**config.mk**
```make
export PLATFORM = sky130hd
export DESIGN_NAME = wcfg_top
export DESIGN_NICKNAME = d
export VERILOG_FILES = /design/src/verilog/wcfg_pkg.sv /design/src/verilog/wcfg_once_reg.sv /design/src/verilog/wcfg_decode.sv /design/src/verilog/wcfg_top.sv
export SDC_FILE = /design/constraint.sdc
export NUM_CORES = 1
export LEC_CHECK = 0
export ABC_CLOCK_PERIOD_IN_PS = 1200
export BUFFER_PORTS_ARGS = -buffer_cell sky130_fd_sc_hd__buf_4
export CORE_ASPECT_RATIO = 1.75
export CORE_UTILIZATION = 37
export CTS_CLUSTER_SIZE = 28
export DETAILED_ROUTE_END_ITERATION = 16
export GPL_TIMING_DRIVEN = 0
export PLACE_DENSITY = 0.82
export SLEW_MARGIN = 5
export SYNTH_ARGS = -nofsm -noshare
export SYNTH_HDL_FRONTEND = slang
export SYNTH_SLANG_ARGS = --single-unit
```
**constraint.sdc**
```tcl
create_clock -name clk -period 1.2 [get_ports clk]
set_input_delay 0.12 -clock clk [delete_from_list [all_inputs] [get_ports clk]]
set_output_delay 0.12 -clock clk [all_outputs]
set_load 0.005 [all_outputs]
```
**src/verilog/wcfg_pkg.sv**
```systemverilog
// package for the write-once configuration option block
// assumes an 8-bit register port with byte addresses in the device map
package wcfg_pkg;
	localparam int unsigned ADDR_W = 16;
	localparam int unsigned DATA_W = 8;
	localparam logic [15:0] CFG2_ADDR = 16'h001E;
	localparam logic [15:0] CFG1_ADDR = 16'h001F;
	localparam logic [7:0] CFG1_RESET = 8'h00;
	localparam logic [7:0] CFG2_RESET = 8'h00;
	// option register 1 fields
	localparam int unsigned C1_STOP_EN = 1;
	localparam int unsigned C1_SHORT_STOP_RECOVERY = 2;
	localparam int unsigned C1_VMON_LVL = 3;
	localparam int unsigned C1_WD_RATE = 6;
	// option register 2 fields
	localparam int unsigned C2_XTAL_EN = 5;
	localparam int unsigned C2_EXTCLK_EN = 6;
	localparam int unsigned C2_BAUD_SRC = 0;
	// cycle counts in crystal clock cycles
	localparam logic [17:0] STOP_REC_SHORT = 18'h0_0020;
	localparam logic [17:0] STOP_REC_LONG = 18'h0_1000;
	localparam logic [17:0] WD_SHORT = 18'h0_1FF0;
	localparam logic [17:0] WD_LONG = 18'h3_FFF0;
	localparam logic [17:0] STAB_XTAL = 18'h0_1000;
	localparam logic [17:0] STAB_EXT = 18'h0_0010;
	typedef enum logic [1:0] {
		WCFG_PIN_GPIO = 2'b00,
		WCFG_PIN_CLKIN = 2'b01,
		WCFG_PIN_XTAL = 2'b10
	} wcfg_pin_mode_t;
	typedef enum logic [1:0] {
		WCFG_MON_EXT = 2'b00,
		WCFG_MON_XTAL_SLOW = 2'b01,
		WCFG_MON_XTAL_FAST = 2'b10
	} wcfg_mon_range_t;
endpackage : wcfg_pkg

```
**src/verilog/wcfg_once_reg.sv**
```systemverilog
// one write-once option register with power-on-only bits
// assumes por_rst is asserted whenever sys_rst comes from power-on
`timescale 1ns/1ps
module wcfg_once_reg #(
	parameter int unsigned WIDTH = 8,
	parameter logic [7:0] POR_ONLY = 8'h00
) (
	input wire logic clk,
	input wire logic sys_rst,
	input wire logic por_rst,
	input wire logic wr_en,
	input wire logic [WIDTH-1:0] wr_data,
	output logic [WIDTH-1:0] value,
	output logic written
);
	typedef struct packed {
		logic [WIDTH-1:0] val;
		logic done;
	} wcfg_reg_st_t;
	wcfg_reg_st_t st_q;
	wcfg_reg_st_t st_d;
	logic [WIDTH-1:0] keep_q;

	always_comb
	begin
		st_d = st_q;
		if (wr_en && !st_q.done)
		begin
			st_d.val = wr_data;
			st_d.done = 1'b1;
		end
	end

	// power-on-only bits live apart so other resets leave them alone
	always_ff @(posedge clk or posedge por_rst)
	begin
		if (por_rst)
			keep_q <= '0;
		else if (wr_en && !st_q.done && !sys_rst)
			keep_q <= wr_data & POR_ONLY[WIDTH-1:0];
	end

	always_ff @(posedge clk or posedge sys_rst)
	begin
		if (sys_rst)
			st_q <= '0;
		else
			st_q <= st_d;
	end

	assign value = (st_q.val & ~POR_ONLY[WIDTH-1:0]) | (keep_q & POR_ONLY[WIDTH-1:0]);
	assign written = st_q.done;
endmodule : wcfg_once_reg

```
**src/verilog/wcfg_decode.sv**
```systemverilog
// decode of option bits into clock, pin and timing selections
// assumes the option bits are stable register outputs
`timescale 1ns/1ps
module wcfg_decode (
	input wire logic crystal_enable,
	input wire logic external_clock_enable,
	input wire logic short_stop_recovery,
	input wire logic watchdog_rate_select,
	input wire logic slow_crystal,
	output wcfg_pkg::wcfg_pin_mode_t pin_mode,
	output wcfg_pkg::wcfg_mon_range_t mon_range,
	output logic [17:0] stab_cycles,
	output logic [17:0] stop_rec_cycles,
	output logic [17:0] watchdog_cycles
);
	import wcfg_pkg::*;
	logic xtal_eff;

	assign xtal_eff = crystal_enable && external_clock_enable;

	always_comb
	begin
		if (!external_clock_enable)
			pin_mode = WCFG_PIN_GPIO;
		else if (xtal_eff)
			pin_mode = WCFG_PIN_XTAL;
		else
			pin_mode = WCFG_PIN_CLKIN;
	end

	always_comb
	begin
		if (!crystal_enable)
			mon_range = WCFG_MON_EXT;
		else if (slow_crystal)
			mon_range = WCFG_MON_XTAL_SLOW;
		else
			mon_range = WCFG_MON_XTAL_FAST;
	end

	assign stab_cycles = crystal_enable ? STAB_XTAL : STAB_EXT;
	assign stop_rec_cycles = short_stop_recovery ? STOP_REC_SHORT : STOP_REC_LONG;
	assign watchdog_cycles = watchdog_rate_select ? WD_SHORT : WD_LONG;
endmodule : wcfg_decode

```
**src/verilog/wcfg_top.sv**
```systemverilog
// write-once configuration option registers with decoded option outputs
// assumes a one-cycle strobe register port; por_rst accompanies sys_rst at power-on
//
// Summary of operation
// one write per register after each reset
// reset clears all option bits; sys_rst without por_rst keeps the voltage level bit
// voltage level bit cleared by power-on only
// registers decoded at 001E and 001F
// reads return contents at any time
// software writes options first after reset
// mask variant ignores configuration writes
// baud source: 1 bus clock, 0 crystal
// crystal enable needs external clock enable; only pin_mode applies it, stab_cycles and mon_range use crystal enable alone
// enables select gpio, clock input, crystal
// crystal enable selects monitor frequency range
// stabilization 4096 cycles crystal, 16 otherwise
// stop recovery short or long option
// watchdog timeout long or short option
// short recovery 32 cycles, else 4096
// watchdog 8176 when set, else 262128
// stop instruction allowed when bit set
// later writes ignored silently until reset
//
// The implementer's own choices: the plain strobed port and the register offsets.
`timescale 1ns/1ps
module wcfg_top #(
	parameter bit MASK_ROM = 1'b0
) (
	input wire logic clk,
	input wire logic sys_rst,
	input wire logic por_rst,
	input wire logic [15:0] addr,
	input wire logic [7:0] wdata,
	input wire logic wr_stb,
	input wire logic rd_stb,
	output logic [7:0] rdata,
	output logic [7:0] config_option_reg_1,
	output logic [7:0] config_option_reg_2,
	output logic config_1_written,
	output logic config_2_written,
	output logic serial_baud_clock_source,
	output logic stop_enable,
	output wcfg_pkg::wcfg_pin_mode_t pin_mode,
	output wcfg_pkg::wcfg_mon_range_t mon_range,
	output logic [17:0] stab_cycles,
	output logic [17:0] stop_rec_cycles,
	output logic [17:0] watchdog_cycles
);
	import wcfg_pkg::*;
	typedef struct packed {
		logic [7:0] rdata;
	} wcfg_top_st_t;
	wcfg_top_st_t st_q;
	wcfg_top_st_t st_d;
	logic wr1;
	logic wr2;
	logic [7:0] c1;
	logic [7:0] c2;

	// write decode, blocked entirely on mask variants
	assign wr1 = wr_stb && (addr == CFG1_ADDR) && !MASK_ROM;
	assign wr2 = wr_stb && (addr == CFG2_ADDR) && !MASK_ROM;

	wcfg_once_reg #(
		.WIDTH(8),
		.POR_ONLY(8'h08)
	) u_cfg1 (
		.clk(clk),
		.sys_rst(sys_rst),
		.por_rst(por_rst),
		.wr_en(wr1),
		.wr_data(wdata),
		.value(c1),
		.written(config_1_written)
	);

	wcfg_once_reg #(
		.WIDTH(8),
		.POR_ONLY(8'h00)
	) u_cfg2 (
		.clk(clk),
		.sys_rst(sys_rst),
		.por_rst(por_rst),
		.wr_en(wr2),
		.wr_data(wdata),
		.value(c2),
		.written(config_2_written)
	);

	always_comb
	begin
		st_d = st_q;
		st_d.rdata = 8'h00;
		if (rd_stb)
		begin
			unique case (addr)
				CFG1_ADDR: st_d.rdata = c1;
				CFG2_ADDR: st_d.rdata = c2;
				default: st_d.rdata = 8'h00;
			endcase
		end
	end

	always_ff @(posedge clk or posedge sys_rst)
	begin
		if (sys_rst)
			st_q <= '0;
		else
			st_q <= st_d;
	end

	assign rdata = st_q.rdata;
	assign config_option_reg_1 = c1;
	assign config_option_reg_2 = c2;
	assign serial_baud_clock_source = c2[C2_BAUD_SRC];
	assign stop_enable = c1[C1_STOP_EN];

	wcfg_decode u_dec (
		.crystal_enable(c2[C2_XTAL_EN]),
		.external_clock_enable(c2[C2_EXTCLK_EN]),
		.short_stop_recovery(c1[C1_SHORT_STOP_RECOVERY]),
		.watchdog_rate_select(c1[C1_WD_RATE]),
		.slow_crystal(c2[4]),
		.pin_mode(pin_mode),
		.mon_range(mon_range),
		.stab_cycles(stab_cycles),
		.stop_rec_cycles(stop_rec_cycles),
		.watchdog_cycles(watchdog_cycles)
	);
endmodule : wcfg_top

```
-- After elaboration in Yosys (flattened, before gate mapping)
Cells that the tools add are included.
- word-level logic and storage cells: 27
- RAM bits: 0
- memory bits (read-only): 0
- register bits: 27
- output and inout bits: 86
- bits in latches: 0
- bits of input ports: 29
- memories kept: 0
- add/subtract/negate cells: 0
- mux-type cells: 9
- div/mod/pow operators: 0
- multiply operators: 0
- $lt $le $gt $ge: 0
- bitwise operators: 1
- reductions and logical operators: 9
- eq/ne operators: 2
- shift operators: 0
- operator list (kind ; count):
    16-bit by 5-bit == test with 1-bit output (second input constant) ; 2
    13-bit two-way mux ; 2
    18-bit two-way mux ; 1
    8-bit case mux with 2 select lines ; 1
    2-bit two-way mux ; 4
    8-bit two-way mux ; 1
    8-bit by 4-bit bitwise OR with 8-bit output ; 1
    1-bit logical AND ; 6
    1-bit logical NOT ; 3

-- Logic depth before layout (Yosys ltp)
Gate-level depths: netlist (run 1).
- depth in word-level cells: 4
- depth in mapped cells: 5
- gate-level depth less buffers: 4

-- Cells and area by module
From an unflattened synthesis (run 1), not the netlist that was laid out.
- cells, all modules: 145
- area total of the unflattened synthesis: 1666.6 um^2
- modules (own cells, without submodules) (module ; cells each ; area each (um^2) ; sequential area each (um^2) ; instances):
    wcfg_top ; 41 ; 470.5 ; 200.2 ; 1
    wcfg_decode ; 60 ; 427.9 ; 0.0 ; 1
    wcfg_once_reg (u_cfg1) ; 23 ; 387.9 ; 225.2 ; 1
    wcfg_once_reg (u_cfg2) ; 21 ; 380.4 ; 225.2 ; 1

-- Worst setup path before layout (run 1)
Ideal clock, no wire load.
- path type: input-to-reg
- start point: input addr[9]
- end point: register u_cfg1.st_q[1] in the netlist's numbering
- required time: 1.073 ns
- setup time: 0.127 ns
- arrival: 1.581 ns
- buffers on the path: 1
- stages: 5
- setup slack: -0.508 ns
- cells stage by stage: or4_4 nor4_4 and3_1 buf_4 mux2_1
- cells in the longest elaborated chain, start to end: 3
- RTL lines (element ; line ; text):
    start, declared ; wcfg_top.sv:32 ; input wire logic [15:0] addr,
    16-bit by 5-bit == test with 1-bit output ; wcfg_top.sv:61 ; assign wr1 = wr_stb && (addr == CFG1_ADDR) && !MASK_ROM;
    1-bit logical AND ; wcfg_top.sv:61 ;
    1-bit logical AND ; wcfg_once_reg.sv:27 ; if (wr_en && !st_q.done)
    end signal, assigned ; wcfg_once_reg.sv:48 ; st_q <= st_d;
    end, declared ; wcfg_once_reg.sv:20 ; wcfg_reg_st_t st_q;
Every way passes these cells.
A chain may end at the register's enable or synchronous reset.

-- Final worst setup path (run 1)
- start point: input addr[13]
- end point: register u_cfg1.st_q[7] in the netlist's numbering
Same word-level chain as after synthesis.

==> results by group, run 1 <==
Route
  • Final wirelength: 3470 um
  • Initial drt markers: 4
  • DR vias/cell: 4.03
  • DRT antenna net count: 0
  • Drt pass-1 iters: 3
  • Vias: 1,271
  • Drt drc: 0
  • Drt wl/cell: 11.0 um

Setup path
  • Arr. time, crit path: 1.76 ns
  • Worst Path Buf+Inv: 2
  • FF-to-FF setup slack: -0.19 ns
  • CP Data Required Time: 1.35 ns
  • CP Cell Sequence: buf_6 > or4_4 > nor4_4 > and3_1 > buf_6 > mux2_4
  • CP Max Fanout: 8
  • Reg-to-Reg Start: u_cfg2.written
  • Slowest stage delay, CP: 0.53 ns
  • Nature of the critical path endpoint: flip-flop
  • RR Endpoint: u_cfg2.value[1]
  • Slowest CP cell: or4_4
  • R2R cell count: 3
  • WS Path Type: in2reg
  • Cell family with most CP delay: simple AND/OR/NAND/NOR gates
  • Critical Path Start Type: input pin
  • Crit-path most repeated cell: buf_6

Timing
  • Actual slew at the worst max-slew pin: 0.736 ns
  • Setup WS post-layout: -0.402 ns
  • Min cycle time layout: 1.60 ns
  • F_max: 0.624 GHz
  • Hold slack final: -0.0983 ns
  • RSZ-0062 raised after global routing: true
  • Relative slew slack: 0.509
  • Max-slew violations: 0
  • Hold Vio Cnt, Final: 25
  • Clk_skew: 0.00289 ns
  • # setup viols final: 18
  • Tcrit/Tclk final: 1.34

Global routing
  • Initial antenna violation count: 0
  • Total track usage: 0.155
  • Largest net degree at the start of global routing: 27
  • Vias in the first global route: 1,149
  • First-pass GRT wire length: 5180 um
  • Grt ovf: 0

Clock tree
  • Hold-fix buffers, CTS: 1
  • H-tree Lvls: 1
  • CTS max path bufs: 2
  • CTS buffer count: 3
  • Worst skew pair latency: 0.26 ns
  • CTS tree: yes
  • Root Buffer: clkbuf_8
  • Clk slew on worst S/H paths: 0.09 ns
  • Clock Sinks: 26

Cells and area
  • Nets: 296
  • Antenna diodes: 0
  • Final core utilization: 0.611
  • Area growth syn-to-layout: 58.8%
  • Share of cells above drive strength 1: 0.598

Die
  • Num rows: 31
  • Initial Utilization: 0.385
  • Ports: 115
  • Die W: 51.4 um
  • Placeable Area: 4110 um^2
  • Die area: 4550 um^2
  • Die H: 88.5 um

Yosys
  • YS warnings: 0
  • Simple-Gate Fraction of Synth Area: 0.125
  • EDFF count, synth: 0
  • Post-synthesis sequential element count: 26
  • Top-area cell type share of the netlist area: 0.411
  • Synth Area in Adders: 0
  • Gate Count Post-Synth: 146
  • Distinct cells, synth: 23
  • Post-synth top flop: dfrtp_1
  • Mapped Area: 1580 um^2
  • Sequential area share after synthesis: 0.411
  • Post-synth top area cell: dfrtp_1
  • Xor and xnor area share after synthesis: 0
  • Multiplexer share of the synthesized area: 0.165
  • Main combinational cell family by area after synthesis: buffers and inverters
  • Post-synth top cells: 59 x buf_4, 26 x dfrtp_1, 10 x nor2_1
  • Post-synthesis area per instance: 10.8 um^2
  • Most frequent cell after synthesis: buf_4
  • Post-synthesis compound-gate area fraction: 0
  • Asr flop ratio synth: 1.00
  • Synth top area cells: dfrtp_1 41%, buf_4 28%, mux2_2 6.4%

Placed design
  • Port bufs: 68
  • Worst slack at placement: -0.737 ns
  • GPL Wtd Cong: 0.810

Power
  • PD cells: 743 nW/um^2
  • VDD IR-drop max: 0.594 mV
  • Leak pwr: 1.44 nW
  • Overall Power: 1.87 mW

Flow run
  • Max_cap viols: 0

Status
  • Violated checks: hold timing, setup timing
  • Status: finished, violations left

Min path
  • Worst Hold Class: in2async
==> stage by stage <==
stage / hold WS (ns) / cells / setup TNS, ns / instance area [um^2]
floorplan: -0.151 / 189 / -7.31 / 1750
global placement: -0.0335 / 306 / -12.44 / 2330
detailed placement: -0.0322 / 306 / -12.89 / 2330
CTS: 0.0808 / 315 / -5.52 / 2490
global route: -0.0777 / 315 / -5.99 / 2510
finish: -0.0983 / 315 / -5.71 / 2510
==> placed cells by master (no fill, tap or decap) <==
cell type,synthesis,final
nand2b_4,0,1
and2_1,2,2
nor4_4,1,1
or2_2,1,1
nor4b_1,2,2
dlygate4sd3_1,0,1
nand3b_1,1,1
mux2i_1,8,8
and3_1,1,1
bufinv_16,0,1
inv_2,0,1
clkbuf_1,1,1
clkinvlp_4,0,1
nand3_4,0,2
and4b_1,1,1
clkbuf_8,0,3
inv_1,5,3
or4b_1,2,1
or4b_4,0,1
nor2b_1,2,2
nor2_1,10,10
nand4_1,2,2
nor4_1,1,1
or4_4,1,1
mux2_2,9,8
conb_1,2,45
dfrtp_1,26,26
mux2_4,0,8
buf_6,0,6
buf_4,59,124
==> logic make-up (layout without fill, tap and decap cells) <==
logic type,count (synthesis),count (layout)
flip-flops,26,26
multiplexers,24,24
AND/OR/NAND/NOR,29,30
other,2,45
buffers and inverters,65,141
==> worst max path at each step <==
stage | startpoint | endpoint | slack, ns | depth (start not counted)
floorplan | addr[5] | u_cfg1.st_q[1] | -0.50 | 5
CTS | addr[6] | u_cfg1.st_q[5] | -0.38 | 6
global placement | addr[10] | u_cfg1.st_q[2] | -0.71 | 6
finish | addr[13] | u_cfg1.st_q[7] | -0.40 | 6
detailed placement | addr[10] | u_cfg1.st_q[3] | -0.74 | 6
global route | addr[13] | u_cfg1.st_q[7] | -0.41 | 6
==> state kept, by name (all words and copies together), names as in the netlist <==
signal and count:
u_cfg2.written 1, rdata 8, u_cfg1.keep_q 1, u_cfg2.value 8
u_cfg1.st_q 7, u_cfg1.written 1
==> report_power, final <==
| part | internal [mW] | total [mW] | switching, mW | leakage, nW |
|---|---|---|---|---|
| clock network | 0.446 | 0.706 | 0.260 | 0.0357 |
| logic | 0.171 | 0.284 | 0.113 | 1.04 |
| registers | 0.875 | 0.876 | 0.000225 | 0.363 |
==> final cells by class <==
class                           instances  area (um^2)
Timing Repair Buffer                   72          562
Tap cell                               49         61.3
Sequential cell                        26          651
Clock buffer                            3         41.3
Clock inverter                          1         30.0
Buffer                                 60          450
Fill cell                             351         1600
Multi-Input combinational cell         99          693
Inverter                                5         22.5
==> worst reg2reg max path: cells and delay by family (launching register included) <==
kind	cells	cell delay [ns]
AND/OR/NAND/NOR	2	0.56
multiplexers	1	0.31
flip-flops	1	0.41
==> routing by layer <==
| metal | wire length, um | track usage | up-vias |
|---|---|---|---|
| li1 | - | - | 618 |
| met2 | 2010 | 0.302 | 75 |
| met5 | 0 | 0 | - |
| met1 | 1150 | 0.158 | 576 |
| met3 | 287 | 0.0241 | 2 |
| met4 | 23 | 0.0639 | 0 |
==> what timing repair did <==
action | CTS | global route
pin swaps | 5 | 3
gates cloned | 1 | 0
hold endpoints to repair | 1 | 25
resized for setup | 12 | 5
endpoints found under the setup margin | 18 | 25
setup buffers | 3 | 0
Note: power is estimated with default switching activity, not from simulation.
==> inputs of run 2 (changes only) <==
==> constraint.sdc (replaced) <==
create_clock -name clk -period 1.2 [get_ports clk]
set_input_delay 0.24 -clock clk [delete_from_list [all_inputs] [get_ports clk]]
set_output_delay 0.24 -clock clk [all_outputs]
set_load 0.005 [all_outputs]
==> results by group, run 2 (same netlist as run 1, synthesis figures left out) <==
Timing
  • Relative slew slack: 0.501 (-0.00771)
  • Post-route setup TNS: -8.32 ns (-2.61 ns)
  • Actual slew at the worst max-slew pin: 0.748 ns (+0.0116 ns)
  • RSZ-0062 raised after global routing: true
  • Hold Vio Cnt, Final: 0 (-100%)
  • F_max: 0.582 GHz (-6.7%)
  • Setup WS post-layout: -0.518 ns (-0.115 ns)
  • Clk_skew: 0.00324 ns (+0.000346 ns)
  • # setup viols final: 28 (+10)
  • Max-slew violations: 0 (unchanged)
  • Tcrit/Tclk final: 1.43 (+0.0962)
  • Min cycle time layout: 1.72 ns (+0.115 ns)

Global routing
  • Vias in the first global route: 1,192 (+3.7%)
  • Initial antenna violation count: 0 (unchanged)
  • Total track usage: 0.160 (+0.00422)
  • Largest net degree at the start of global routing: 27 (unchanged)
  • Grt ovf: 0 (unchanged)
  • First-pass GRT wire length: 5330 um (+2.9%)

Status
  • Violated checks: setup timing
  • Status: finished, violations left

Cells and area
  • Design area: 2640 um^2 (+5.2%)
  • Share of cells above drive strength 1: 0.617 (+0.0194)
  • Antenna diodes: 0 (unchanged)
  • Fillcell total: 330 (-6.0%)
  • Nets: 299 (+1.0%)
  • Fin cells: 318 (+0.95%)
  • Most frequent cells in the layout: 100 x buf_4, 45 x conb_1, 33 x buf_6, 25 x dfrtp_1, 10 x nor2_1
  • Area growth syn-to-layout: 67.0%
  • Most common cell after layout, fill and taps aside: buf_4
  • Final core utilization: 0.642 (+0.0316)

Setup path
  • WS Path Type: in2reg
  • Crit-path most repeated cell: buf_6
  • Slowest stage delay, CP: 0.53 ns (about the same)
  • FF-to-FF setup slack: -0.18 ns (about the same)
  • Worst Path Buf+Inv: 2 (unchanged)
  • Slowest CP cell: or4_4
  • Arr. time, crit path: 1.87 ns (+0.11 ns)
  • Cell family with most CP delay: simple AND/OR/NAND/NOR gates
  • CP Cell Sequence: buf_6 > or4_4 > nor4_4 > and3_1 > buf_6 > mux2_4
  • Nature of the critical path endpoint: flip-flop
  • CP Data Required Time: 1.35 ns (about the same)
  • Critical Path Start Type: input pin
  • CP Max Fanout: 8 (unchanged)

Power
  • Switch share: 0.202 (+0.00150)
  • Sequential share of power: 0.468 (about the same)
  • Clock Power Share: 0.379 (about the same)
  • Internal power: 1.49 mW (about the same)
  • VDD IR-drop max: 0.596 mV (+0.40%)
  • PD cells: 708 nW/um^2 (-4.7%)
  • Logic gate share of total power: 0.153 (about the same)
  • Leak pwr: 1.49 nW (+3.2%)
  • Psw: 0.377 mW (+0.96%)

Route
  • Drt drc: 0 (unchanged)
  • Drt pass-1 iters: 2 (-1)
  • Final wirelength: 3710 um (+6.9%)
  • Initial drt markers: 7 (+3)
  • Vias: 1,292 (+1.7%)
  • DR vias/cell: 4.06 (+0.69%)
  • Drt wl/cell: 11.7 um (+5.8%)
  • DRT antenna net count: 0 (unchanged)

Clock tree
  • CTS max path bufs: 2 (unchanged)
  • Root Buffer: clkbuf_8
  • Clk slew on worst S/H paths: 0.09 ns (about the same)
  • Worst skew pair latency: 0.27 ns (about the same)
  • CTS buffer count: 3 (unchanged)
  • Clock Sinks: 26 (unchanged)
  • H-tree Lvls: 1 (unchanged)
  • CTS tree: yes

Min path
  • Worst Hold Class: in2async

Placed design
  • Port bufs: 68 (unchanged)
  • Dpl cells: 306 (unchanged)
  • GPL Wtd Cong: 0.810 (unchanged)
  • Worst slack at placement: -0.857 ns (-0.120 ns)
  • Area after DPL: 2330 um^2 (unchanged)

Die
  • Ports: 115 (unchanged)
  • Num rows: 31 (unchanged)
  • Initial Utilization: 0.385 (unchanged)
  • Die W: 51.4 um (unchanged)
  • Placeable Area: 4110 um^2 (unchanged)
  • Die area: 4550 um^2 (unchanged)
  • Die H: 88.5 um (unchanged)

Flow run
  • Max_cap viols: 0 (unchanged)
run 2: path summary, 6_finish.rpt:
path                                 from                to  depth (start not counted)
max                              addr[13]    u_cfg1.st_q[5]                          6
min                               sys_rst          rdata[2]                          2
max reg2reg                u_cfg2.written   u_cfg2.value[1]                          3
min reg2reg                u_cfg1.written    u_cfg1.written                          1
max in group asynchronous         por_rst  u_cfg1.keep_q[3]                          3
min in group clk                 wdata[7]    u_cfg1.st_q[8]                          2
run 2: repair_timing:
item	CTS	global route
endpoints found under the hold margin	1	0
setup buffers	5	3
resized for setup	28	20
hold buffers	1	0
pin swaps	7	4
setup endpoints to repair	33	44
gates cloned	1	0
run 2: cell type report:
class,instances,area [um^2],share of cell area
Buffer,58,477,0.180
Clock buffer,3,41.3,0.0156
Clock inverter,1,30.0,0.0114
Inverter,5,22.5,0.00853
Multi-Input combinational cell,99,698,0.264
Sequential cell,26,652,0.247
Tap cell,49,61.3,0.0232
Timing Repair Buffer,77,659,0.250
run 2: routing by layer:
metal | up-vias | wire (um) | track usage
met5 | - | 0 | 0
li1 | 624 | - | -
met4 | 0 | 23 | 0.0639
met1 | 591 | 1170 | 0.159
met3 | 2 | 282 | 0.0241
met2 | 75 | 2230 | 0.315
run 2: per-stage QoR:
stage	power, mW	hold slack, ns
floorplan	1.07	-0.0313
global placement	1.15	0.0865
detailed placement	1.16	0.0878
CTS	1.88	0.201
global route	1.95	0.0422
finish	1.87	0.0208
run 2: power groups by stage:
stage | clock, mW | sequential [mW] | combinational [mW]
after floorplan | 0 | 0.893 | 0.177
after global placement | 0 | 0.893 | 0.261
after detailed placement | 0 | 0.893 | 0.263
after CTS | 0.729 | 0.876 | 0.275
after global routing | 0.762 | 0.876 | 0.313
final | 0.708 | 0.876 | 0.285
==> inputs of run 3 (changes only) <==
- PLACE_DENSITY: 0.82 -> 0.84
- SLEW_MARGIN: 5 -> 20
- SYNTH_HIERARCHICAL: default -> 1
==> results by group, run 3 <==
Power
  • VDD IR-drop max: 0.545 mV (-8.7%)
  • Leak pwr: 1.51 nW (+1.1%)
  • Overall Power: 1.64 mW (-12%)
  • PD cells: 622 nW/um^2 (-12%)

Clock tree
  • Worst skew pair latency: 0.26 ns (about the same)
  • CTS max path bufs: 2 (unchanged)
  • Root Buffer: clkbuf_8
  • H-tree Lvls: 1 (unchanged)
  • Clock Sinks: 26 (unchanged)
  • Clk slew on worst S/H paths: 0.08 ns (about the same)
  • CTS buffer count: 3 (unchanged)
  • CTS tree: yes

Setup path
  • Slowest stage delay, CP: 0.30 ns (-0.23 ns)
  • Nature of the critical path endpoint: flip-flop
  • RR Endpoint: u_cfg2/value[2]
  • Slowest CP cell: mux2_4
  • Reg-to-Reg Start: u_cfg2/written
  • Arr. time, crit path: 1.61 ns (-0.26 ns)
  • FF-to-FF setup slack: 0.04 ns (+0.22 ns)
  • R2R cell count: 3 (unchanged)
  • Critical Path Start Type: input pin
  • WS Path Type: in2reg
  • CP Max Fanout: 7 (-1)
  • CP Cell Sequence: buf_4 > nor4b_4 > nand4_1 > nor2_2 > nor2b_4 > buf_8 > mux2_4
  • CP Data Required Time: 1.35 ns (about the same)

Route
  • DRT antenna net count: 0 (unchanged)
  • Vias: 1,282 (-0.77%)
  • Initial drt markers: 9 (+2)
  • DR vias/cell: 3.98 (-2.0%)
  • Drt pass-1 iters: 6 (+4)
  • Final wirelength: 3690 um (-0.51%)
  • Drt wl/cell: 11.5 um (-1.7%)
  • Drt drc: 0 (unchanged)

Placed design
  • GPL Wtd Cong: 0.641 (-21%)
  • Hpwl dp: 2820 um
  • Area after DPL: 2410 um^2 (+3.7%)
  • Worst slack at placement: -0.685 ns (+0.172 ns)
  • Port bufs: 68 (unchanged)

Status
  • Violated checks: setup timing
  • Status: finished, violations left

Yosys
  • YS warnings: 6 (+6)
  • Gate Count Post-Synth: 145 (-0.68%)
  • Most frequent cell after synthesis: buf_4
  • Post-synth top flop: dfrtp_1
  • Synth top area cells: dfrtp_1 39%, buf_4 24%, mux2_4 14%
  • Post-synthesis area per instance: 11.5 um^2 (+6.1%)
  • EDFF count, synth: 0 (unchanged)
  • Post-synth top area cell: dfrtp_1
  • Top-area cell type share of the netlist area: 0.390 (-0.0210)
  • Mapped Area: 1670 um^2 (+5.4%)
  • Post-synthesis sequential element count: 26 (unchanged)
  • Distinct cells, synth: 25 (+8.7%)
  • Post-synth top cells: 53 x buf_4, 26 x dfrtp_1, 15 x mux2_4
  • Asr flop ratio synth: 1.00 (unchanged)
  • Sequential area share after synthesis: 0.390 (-0.0210)

Min path
  • Hold endpoint: u_cfg1/st_q[8]
  • Worst Hold Class: in2reg
  • Hold depth: 2
  • Worst hold start: wdata[7]

Die
  • Die H: 90.8 um (+2.6%)
  • Die W: 52.7 um (+2.6%)
  • Ports: 115 (unchanged)
  • Placeable Area: 4360 um^2 (+6.1%)
  • Initial Utilization: 0.382 (-0.00278)
  • Die area: 4790 um^2 (+5.2%)
  • Num rows: 32 (+3.2%)

Flow run
  • Max_cap viols: 0 (unchanged)

Cells and area
  • Design area: 2640 um^2 (about the same)
  • Most frequent cells in the layout: 111 x buf_4, 45 x conb_1, 25 x dfrtp_1, 19 x buf_6, 16 x mux2_4
  • Nets: 302 (+1.0%)
  • Register Area: 652 um^2 (unchanged)
  • Antenna diodes: 0 (unchanged)
  • Fillcell total: 370 (+12%)
  • Share of cells above drive strength 1: 0.616 (-0.000864)
  • Most common cell after layout, fill and taps aside: buf_4
  • Area growth syn-to-layout: 58.6%
  • Multi-input gate area: 744 um^2 (+6.6%)

Timing
  • Hold Vio Cnt, Final: 0 (unchanged)
  • # setup viols final: 20 (-29%)
  • Min cycle time layout: 1.46 ns (-0.253 ns)
  • Setup WS post-layout: -0.264 ns (+0.253 ns)
  • Max-slew violations: 0 (unchanged)
  • Clk_skew: 0.00403 ns (+0.000787 ns)
  • F_max: 0.683 GHz (+17%)
  • Tcrit/Tclk final: 1.22 (-0.211)
  • RSZ-0062 raised after global routing: true

Global routing
  • Largest net degree at the start of global routing: 14 (-48%)
  • Initial antenna violation count: 0 (unchanged)
  • Total track usage: 0.152 (-0.00716)
  • First-pass GRT wire length: 5410 um (+1.6%)
  • Vias in the first global route: 1,201 (+0.76%)
  • Grt ovf: 0 (unchanged)
run 3: logic make-up (layout without fill, tap and decap cells):
family | count (synthesis) | count (layout) | share of synthesized area
multiplexers | 24 | 24 | 0.190
other | 2 | 45 | 0.00451
AND/OR/NAND/NOR | 29 | 29 | 0.142
flip-flops | 26 | 26 | 0.390
buffers and inverters | 64 | 147 | 0.273
run 3: layout make-up:
class,instances,area share
Buffer,55,0.169
Clock buffer,3,0.0156
Inverter,8,0.0114
Multi-Input combinational cell,98,0.282
Sequential cell,26,0.247
Tap cell,51,0.0241
Timing Repair Buffer,81,0.251
run 3: per-layer routing:
layer,up-vias,part of all wire,track usage
met4,0,0.0030,0.0329
met2,70,0.61,0.311
li1,619,-,-
met5,-,0,0
met3,2,0.072,0.0185
met1,591,0.31,0.148
run 3: critical path, delay by kind of cell:
family	cells	cell delay, ns
AND/OR/NAND/NOR	4	0.80
buffers and inverters	2	0.27
multiplexers	1	0.30
run 3: how the worst max path moves through the flow:
stage                            endpoint  startpoint  slack [ns]  cells past startpoint
after floorplan            u_cfg1/st_q[1]     addr[7]       -0.38                      6
after global placement     u_cfg1/st_q[6]     addr[7]       -0.63                      7
after detailed placement   u_cfg1/st_q[6]     addr[6]       -0.68                      7
after CTS                 u_cfg2/value[2]    addr[11]       -0.27                      7
after global routing       u_cfg1/st_q[3]    addr[11]       -0.35                      7
final                      u_cfg1/st_q[6]    addr[13]       -0.26                      7
run 3: stage by stage:
step	cells	util	hold WS, ns	TNS (ns)
final	322	0.606	0.212	-4.04
after detailed placement	307	0.552	0.0876	-10.68
after global routing	322	0.606	0.210	-5.71
after global placement	307	0.552	0.0869	-9.86
after CTS	319	0.589	0.205	-4.09
after floorplan	188	-	-0.0313	-5.82
run 3: report_power, final:
part	switching (mW)	internal [mW]
logic	0.116	0.181
clock network	0.247	0.224
registers	0.000254	0.875
run 3: timing repair:
action | in CTS | in global routing
hold buffers | 3 | 0
gates resized for setup | 14 | 14
endpoints found under the hold margin | 17 | 0
pin swaps | 7 | 1
setup endpoints to repair | 27 | 28
buffers inserted | 6 | 4
